`src/hw/csdc_pkg.sv`:
```
package csdc_pkg;
  // Time base
  localparam int CLK_KHZ     = 10000;
  localparam int CNT_SLOW_US = 16700;
  localparam int CNT_FAST_US = 100;
  localparam int OS_LONG_MS  = 500;
  localparam int OS_SHORT_MS = 50;
  localparam int RST_SLOW_MS = 20;
  localparam int RST_FAST_MS = 1;
  localparam int HOLD_MS     = 1000;
  localparam logic [23:0] CNT_SLOW_CYC = 24'((CNT_SLOW_US*CLK_KHZ+999)/1000);
  localparam logic [23:0] CNT_FAST_CYC = 24'((CNT_FAST_US*CLK_KHZ+999)/1000);
  localparam logic [23:0] OS_LONG_CYC  = 24'(OS_LONG_MS*CLK_KHZ);
  localparam logic [23:0] OS_SHORT_CYC = 24'(OS_SHORT_MS*CLK_KHZ);
  localparam logic [23:0] RST_SLOW_CYC = 24'(RST_SLOW_MS*CLK_KHZ);
  localparam logic [23:0] RST_FAST_CYC = 24'(RST_FAST_MS*CLK_KHZ);
  localparam logic [23:0] HOLD_CYC     = 24'(HOLD_MS*CLK_KHZ);
  // Register offsets and reset values
  localparam logic [3:0]  A_KEY   = 4'h0;
  localparam logic [3:0]  A_AUX   = 4'h4;
  localparam logic [3:0]  A_STAT  = 4'h8;
  localparam logic [10:0] KEY_RST = 11'h000;
  localparam logic [4:0]  AUX_RST = 5'h00;
  // Switch positions, position 1 at bit 0
  localparam int DIP_EN = 0, DIP_RATE = 1, DIP_DIR = 2, DIP_OM0 = 3;
  localparam int DIP_OM1 = 4, DIP_OS = 5, DIP_RW = 6, DIP_POL = 7;
  // Input channels
  localparam int CH_CP1 = 0, CH_CP2 = 1, CH_RST1 = 2, CH_RST2 = 3;
  // Input modes
  localparam logic [2:0] IN_INC = 3'h0, IN_DEC = 3'h1, IN_UDA = 3'h2;
  localparam logic [2:0] IN_UDB = 3'h3, IN_UDC = 3'h4;
  // Output modes; codes 4 to 11 are key-only modes
  localparam logic [3:0] OM_N = 4'h0, OM_F = 4'h1, OM_C = 4'h2;
  localparam logic [3:0] OM_K1 = 4'h3;
  // Personalities
  localparam logic [2:0] P_ONE = 3'h0, P_TWO = 3'h1, P_TOT = 3'h2;
  localparam logic [2:0] P_BAT = 3'h3, P_DUAL = 3'h4, P_TACH = 3'h5;
  localparam int         P_NUM = 6;
  // Display selection
  localparam logic [1:0] D_PV = 2'h0, D_TOT = 2'h1, D_BAT = 2'h2;
  // Tacho averaging and comparison
  localparam logic [1:0] AVG_OFF = 2'h0, AVG_2 = 2'h1;
  localparam logic [1:0] AVG_4 = 2'h2, AVG_8 = 2'h3;
  localparam logic [1:0] TACHO_HIGH_LOW_COMPARE   = 2'h0;
  localparam logic [1:0] TACHO_WINDOW_COMPARE     = 2'h1;
  localparam logic [1:0] TACHO_DUAL_UPPER_COMPARE = 2'h2;
  localparam logic [1:0] TACHO_DUAL_LOWER_COMPARE = 2'h3;

  typedef enum logic [1:0] {K_IDLE, K_ARMED, K_HOLD, K_CFG} csdc_key_t;

  typedef struct packed {
    logic       fast;
    logic [2:0] in_mode;
    logic [3:0] out_mode;
    logic       os_short;
    logic       rst_short;
    logic       pnp;
  } csdc_cfg_t;

  typedef struct packed {
    logic       fast;
    logic [1:0] avg;
    logic [1:0] cmp;
  } csdc_tacho_t;

  typedef struct packed {
    logic        wr;
    logic        rd;
    logic [3:0]  addr;
    logic [31:0] wdata;
  } csdc_req_t;
endpackage

```
`src/hw/csdc_top.sv`:
```
`timescale 1ns/10ps
module csdc_top #(
  parameter logic [5:0]  SUPPORT   = 6'h3f,
  parameter logic        TWO_STAGE = 1'b1,
  parameter logic [23:0] CNT_SLOW  = csdc_pkg::CNT_SLOW_CYC,
  parameter logic [23:0] OS_LONG   = csdc_pkg::OS_LONG_CYC,
  parameter logic [23:0] OS_SHORT  = csdc_pkg::OS_SHORT_CYC,
  parameter logic [23:0] RST_SLOW  = csdc_pkg::RST_SLOW_CYC,
  parameter logic [23:0] RST_FAST  = csdc_pkg::RST_FAST_CYC,
  parameter logic [23:0] HOLD      = csdc_pkg::HOLD_CYC
) (
  input  wire logic                  CLK_SYS,
  input  wire logic                  SRST,
  input  wire csdc_pkg::csdc_req_t   REQ,
  output logic [31:0]                RDATA,
  input  wire logic [7:0]            DIP_SW,
  input  wire logic [3:0]            IN_RAW,
  input  wire logic                  KEY_MODE,
  input  wire logic                  KEY_UP1,
  input  wire logic                  KEY_RESET,
  input  wire logic [1:0]            DISP_SEL,
  input  wire logic                  NV_VALID,
  input  wire logic [2:0]            NV_PERS,
  output logic                       NV_WR,
  output logic [2:0]                 NV_WDATA,
  input  wire logic [23:0]           CP1_PV,
  input  wire logic [23:0]           CP2_PV,
  output logic [23:0]                DUAL_VAL,
  output logic [3:0]                 IN_ACT,
  output csdc_pkg::csdc_cfg_t        CFG,
  output csdc_pkg::csdc_tacho_t      TACHO,
  output logic [2:0]                 PERSONA,
  output logic                       CFG_SEL_MODE,
  output logic                       READY,
  output logic [23:0]                ONESHOT_CYC,
  output logic                       LED_RST,
  output logic                       LED_TOT,
  output logic                       LED_BAT
);
  import csdc_pkg::*;

  typedef struct packed {
    logic            sampled;
    logic [7:0]      dip;
    logic [2:0]      pers;
    csdc_key_t       fsm;
    logic [23:0]     hold_cnt;
    logic            up_q;
    logic            mode_q;
    logic [3:0]      filt;
    logic [3:0][23:0] fcnt;
    logic [10:0]     key_reg;
    logic [4:0]      aux_reg;
    csdc_cfg_t       cfg;
    logic [31:0]     rdata;
    logic [23:0]     dual;
    logic            led_rst;
    logic            led_tot;
    logic            led_bat;
    logic            nv_wr;
  } csdc_st_t;

  csdc_st_t st;
  csdc_st_t next_st;

  logic [2:0]  dflt_pers;
  logic [23:0] cnt_lim;
  logic [23:0] rst_lim;
  logic        up_rise;
  logic        mode_rise;

  // Skip unsupported personalities, wrapping after the tachometer
  function automatic logic [2:0] adv_pers(input logic [2:0] p,
                                          input logic [5:0] m);
    logic [2:0] r;
    logic [2:0] c;
    r = p;
    for (int k = P_NUM; k >= 1; k--) begin
      c = 3'((int'(p) + k) % P_NUM);
      if (m[c]) begin
        r = c;
      end
    end
    return r;
  endfunction

  assign dflt_pers = (TWO_STAGE && SUPPORT[P_TWO]) ? P_TWO : P_ONE;
  assign cnt_lim   = st.cfg.fast ? CNT_FAST_CYC : CNT_SLOW;
  assign rst_lim   = st.cfg.rst_short ? RST_FAST : RST_SLOW;
  assign up_rise   = KEY_UP1 && !st.up_q;
  assign mode_rise = KEY_MODE && !st.mode_q;

  always_comb begin
    next_st        = st;
    next_st.nv_wr  = 1'b0;
    next_st.rdata  = 32'h0;
    next_st.up_q   = KEY_UP1;
    next_st.mode_q = KEY_MODE;

    // One capture after reset release stands for power-on
    if (!st.sampled) begin
      next_st.sampled = 1'b1;
      next_st.dip     = DIP_SW;
      if (NV_VALID && int'(NV_PERS) < P_NUM && SUPPORT[NV_PERS]) begin
        next_st.pers = NV_PERS;
      end else begin
        next_st.pers = dflt_pers;
      end
    end

    // Until the capture, dip holds zero and key settings govern
    if (st.dip[DIP_EN]) begin
      next_st.cfg.fast      = st.dip[DIP_RATE];
      next_st.cfg.in_mode   = st.dip[DIP_DIR] ? IN_DEC : IN_INC;
      next_st.cfg.out_mode  = {2'b00, st.dip[DIP_OM1], st.dip[DIP_OM0]};
      next_st.cfg.os_short  = st.dip[DIP_OS];
      next_st.cfg.rst_short = st.dip[DIP_RW];
      next_st.cfg.pnp       = st.dip[DIP_POL];
    end else begin
      next_st.cfg = csdc_cfg_t'(st.key_reg);
    end

    // Edge is accepted only after the level has held for the full width
    for (int i = 0; i < 4; i++) begin
      logic act;
      logic [23:0] lim;
      act = st.cfg.pnp ? IN_RAW[i] : !IN_RAW[i];
      lim = (i < 2) ? cnt_lim : rst_lim;
      if (act == st.filt[i]) begin
        next_st.fcnt[i] = 24'h0;
      end else if (st.fcnt[i] >= lim - 24'h1) begin
        next_st.filt[i] = act;
        next_st.fcnt[i] = 24'h0;
      end else begin
        next_st.fcnt[i] = st.fcnt[i] + 24'h1;
      end
    end

    case (st.fsm)
      K_IDLE: begin
        // Up held first keeps us here until it is released
        if (KEY_MODE && !KEY_UP1) begin
          next_st.fsm = K_ARMED;
        end
      end
      K_ARMED: begin
        if (!KEY_MODE) begin
          next_st.fsm = K_IDLE;
        end else if (KEY_UP1) begin
          next_st.fsm      = K_HOLD;
          next_st.hold_cnt = 24'h0;
        end
      end
      K_HOLD: begin
        if (!KEY_MODE || !KEY_UP1) begin
          next_st.fsm = K_IDLE;
        end else if (st.hold_cnt >= HOLD - 24'h1) begin
          next_st.fsm = K_CFG;
        end else begin
          next_st.hold_cnt = st.hold_cnt + 24'h1;
        end
      end
      K_CFG: begin
        if (mode_rise) begin
          next_st.fsm   = K_IDLE;
          next_st.nv_wr = 1'b1;
        end else if (up_rise) begin
          next_st.pers = adv_pers(st.pers, SUPPORT);
        end
      end
      default: begin
        next_st.fsm = K_IDLE;
      end
    endcase

    if (REQ.wr) begin
      case (REQ.addr)
        A_KEY:   next_st.key_reg = REQ.wdata[10:0];
        A_AUX:   next_st.aux_reg = REQ.wdata[4:0];
        default: next_st.key_reg = st.key_reg;
      endcase
    end
    if (REQ.rd) begin
      case (REQ.addr)
        A_KEY:   next_st.rdata = {21'h0, st.key_reg};
        A_AUX:   next_st.rdata = {27'h0, st.aux_reg};
        A_STAT:  next_st.rdata = {19'h0, st.dip, st.dip[DIP_EN],
                                  st.fsm == K_CFG, st.pers};
        default: next_st.rdata = 32'h0;
      endcase
    end

    // Wraps in 24 bits; the core keeps values inside the display range
    if (st.aux_reg[0]) begin
      next_st.dual = CP1_PV - CP2_PV;
    end else begin
      next_st.dual = CP1_PV + CP2_PV;
    end

    next_st.led_rst = st.filt[CH_RST1] || KEY_RESET;
    next_st.led_tot = st.pers == P_TOT && DISP_SEL == D_TOT;
    next_st.led_bat = st.pers == P_BAT && DISP_SEL == D_BAT;
  end

  always_ff @(posedge CLK_SYS) begin
    if (SRST) begin
      st         <= '0;
      st.fsm     <= K_IDLE;
      st.pers    <= P_ONE;
      st.key_reg <= KEY_RST;
      st.aux_reg <= AUX_RST;
    end else begin
      st <= next_st;
    end
  end

  assign RDATA        = st.rdata;
  assign NV_WR        = st.nv_wr;
  assign NV_WDATA     = st.pers;
  assign DUAL_VAL     = st.dual;
  assign IN_ACT       = st.filt;
  assign CFG          = st.cfg;
  assign TACHO        = csdc_tacho_t'(st.aux_reg[4:0]);
  assign PERSONA      = st.pers;
  assign CFG_SEL_MODE = st.fsm == K_CFG;
  assign READY        = st.sampled;
  assign ONESHOT_CYC  = st.cfg.os_short ? OS_SHORT : OS_LONG;
  assign LED_RST      = st.led_rst;
  assign LED_TOT      = st.led_tot;
  assign LED_BAT      = st.led_bat;
endmodule

```
`config.mk`:
```
export PLATFORM = sky130hd
export DESIGN_NAME = csdc_top
export DESIGN_NICKNAME = d
export VERILOG_FILES = /design/src/hw/csdc_pkg.sv /design/src/hw/csdc_top.sv
export SDC_FILE = /design/constraint.sdc
export NUM_CORES = 1
export LEC_CHECK = 0
export BUFFER_PORTS_ARGS = -buffer_cell sky130_fd_sc_hd__buf_2
export CAP_MARGIN = 5
export CORE_ASPECT_RATIO = 0.8
export CORE_MARGIN = 2
export CORE_UTILIZATION = 56
export CTS_CLUSTER_SIZE = 16
export DETAILED_ROUTE_END_ITERATION = 12
export PLACE_DENSITY = 0.8
export SETUP_SLACK_MARGIN = 0.02
export SLEW_MARGIN = 10
export SYNTH_ARGS = -nofsm -noshare
export SYNTH_HDL_FRONTEND = slang
export SYNTH_SLANG_ARGS = --single-unit
```
`constraint.sdc`:
```
create_clock -name CLK_SYS -period 4.4 [get_ports CLK_SYS]
set_clock_uncertainty 0.15 [all_clocks]
set_input_delay 0.88 -clock CLK_SYS [delete_from_list [all_inputs] [get_ports CLK_SYS]]
set_output_delay 0.88 -clock CLK_SYS [all_outputs]
set_load 0.005 [all_outputs]
```
==> flow_summary.toml <==
[clocking]
clockRootBuffer = "clkbuf_16"
clock_path_buffers = 3
clk_latency_ns = 0.50
cts_resized = 0
path_clk_slew_ns = 0.06
cts_tree = "built"
htreeDepth = 1
cts_setup_buffers = 0
holdBufCountCts = 0
cts_sinks = 208
cts_buffers = 22

[finish]
drive_gt1_share_pct = 15.8
final_common_cell = "dfxtp_1"
syn2layout_area_growth_pct = 11.3
design_area_mm2 = 0.0121
stdcell_count = 1634
layout.nets = 1536
final_cell_mix = "dfxtp_1 (208), nor2_1 (199), buf_2 (167)"
antenna_cells = 0

[setup_path]
endpoint_kind = "register"
cp_num_buf_inv = 1
reg2reg_slack_ns = 0.78
path_cells = "buf_2 > nor3_1 > a31o_2 > o21ai_0 > o21bai_1 > nor2_1 > xor2_1 > ha_1 > a21o_1 > a211o_1 > o31ai_1 > mux2i_1 > o211ai_1"
startpoint_type = "primary input"
critical_path.slowest_cell = "o31ai_1"
worstPathArrival_ns = 4.07
required_ns = 4.63
ff2ff_path_depth = 11
path_delay_family = "compound AO/OA/AOI/OAI gates"
slowest_delay_ns = 0.44
crit_path_max_fanout = 6
r2r_end = "DUAL_VAL[21]"
crit_type = "in -> reg"
timing.rr.start = "TACHO[0]"

[global_routing]
overflow = 0
grt_pass1_vias = 7990
grt_pass1_wl_um = 38600
antenna_found_initial = 0
grt_max_degree = 39
gr-usage-all-layers_pct = 22.4

[drt]
drtIter0Drc = 541
first_pass_iters = 5
drt-vias-per-instance = 5.32
drt-total-wl_um = 23500
vias = 8688
drc = 0
wl_per_cell_um = 14.4
postRouteAntennaNets = 0

[timing]
finalSetupTns_ns = 0
worst_slack_ns = 0.556
relSlewSlack_pct = 40.0
setup_viol = 0
fmax_mhz = 260
rsz0062_at_grt = "no"
maxSlewViolCount = 0
hold_violations = 0
finalCriticalPeriod_ns = 3.84
tightest_slew_ns = 0.898
finalCritPeriodShare_pct = 87.4

[floorplan]
start_util_pct = 57.3
placementRows = 45
core_mm2 = 0.0190
ios = 221
die_area_mm2 = 0.0206
die-height_um = 129
die_w_um = 160

[placed_design]
dp_hpwl_um = 16800
gp_congestion = 0.892
numPortBuffers = 167
pre_cts_ws_ns = 0.105
dp_cells = 1594
dpl_cell_area_mm2 = 0.0114

[min_path]
hold_depth = 1
holdPathEnd = "st[159]"
hold_path.class = "reg -> reg"
min-delay-start = "st[159]"

[yosys]
syn_area_per_cell_um2 = 8.70
ys_warn_count = 0
synth_cells = 1253
synth_top_area_share_pct = 38.2
ys_ff_latch = 208
async_reset_ff_share_pct = 0
synth.distinct_cells = 66
syn_area_mm2 = 0.0109
synth_top_cell_by_area = "dfxtp_1"
synthTopCellsByArea = "dfxtp_1 (38%), ha_1 (7.6%), buf_4 (7.2%)"
synth-edff-count = 0
seq_area_frac_synth_pct = 38.2
synth_ff_type = "dfxtp_1"

[power]
p_total_uw = 4390
ir_worst_vdd_v = 0.000388
power_density_mw_per_mm2 = 362
cellLeakagePower_uw = 0.00527

[flow_run]
maxCapViolations = 0

[run_status]
status = "complete, no violations"
## final cells by class
class / count / area [µm²]
Clock buffer: 31 / 636
Clock inverter: 9 / 151
Fill cell: 1605 / 6890
Inverter: 30 / 113
Multi-Input combinational cell: 922 / 5850
Sequential cell: 208 / 4160
Tap cell: 258 / 323
Timing Repair Buffer: 176 / 903
## power by group
group	internal [µW]	total (µW)	switching (µW)	leakage, µW
Clock	1250	2000	754	0.000384
Combinational	191	421	230	0.00320
Sequential	1940	1970	32.7	0.00169
Total	3380	4390	1020	0.00527
## metal layers
metal / up-vias / global-route usage, % / share of wire, %
li1: 4378 / - / -
met1: 4033 / 30.5 / 47
met2: 240 / 36.1 / 45
met3: 37 / 5.06 / 6.3
met4: 0 / 6.36 / 2.3
met5: - / 0 / 0
## registers in the layout, indices dropped and copies added, names as in the netlist
signal / cells
RDATA: 13
NV_WDATA: 3
TACHO: 5
LED_RST: 1
LED_TOT: 1
IN_ACT: 4
NV_WR: 1
DUAL_VAL: 24
CFG: 11
READY: 1
LED_BAT: 1
st: 143
## through the flow
step                hold slack [ns]  utilization, %
global route                  0.315            63.8
global placement              0.274            59.7
detailed placement            0.282            59.7
finish                        0.290            63.8
floorplan                     0.262               -
CTS                           0.295            63.8
## worst reg2reg max path, cell delays in order (launching register included)
cell and delay [ns]:
dfxtp_1 0.65, a31o_2 0.24, o21ai_0 0.20, o21bai_1 0.28, nor2_1 0.17, xor2_1 0.18, ha_1 0.31, a21o_1 0.22
a211o_1 0.33, o31ai_1 0.44, mux2i_1 0.24, o211ai_1 0.10
## worst max-delay path by stage
stage,depth (start not counted),slack (ns),startpoint,endpoint
2_1_floorplan,12,0.49,CP2_PV[3],DUAL_VAL[20]
3_5_place_dp,13,0.11,CP2_PV[2],DUAL_VAL[21]
3_3_place_gp,13,0.12,CP2_PV[2],DUAL_VAL[21]
4_1_cts,13,0.56,CP2_PV[2],DUAL_VAL[21]
6_report,13,0.56,CP2_PV[2],DUAL_VAL[21]
5_1_grt,14,0.32,CP2_PV[6],DUAL_VAL[21]
## cells in the mapped netlist, types with 16 or more instances
cell type and count:
ha_1 66, xnor2_1 73, and3_1 28, clkbuf_1 24, nand3_1 41, buf_4 105, o21ai_0 21, nand4_1 20
a21o_1 21, xor2_1 56, nor2_1 199, nor4_1 16, nor3_1 28, nand2_1 75, mux2i_1 31, dfxtp_1 208
inv_1 30, a21oi_1 52
## kinds of logic after synthesis
group	count (synthesis)	synth area share, %
AND/OR/NAND/NOR	478	20.9
flip-flops	208	38.2
buffers and inverters	173	9.89
AO/OA/AOI/OAI	162	9.73
XOR/XNOR	129	10.4
adder cells (fa/ha/maj)	67	7.75
multiplexers	34	3.15
other	2	0.0689
No activity file was read; power rests on OpenSTA's default activity.
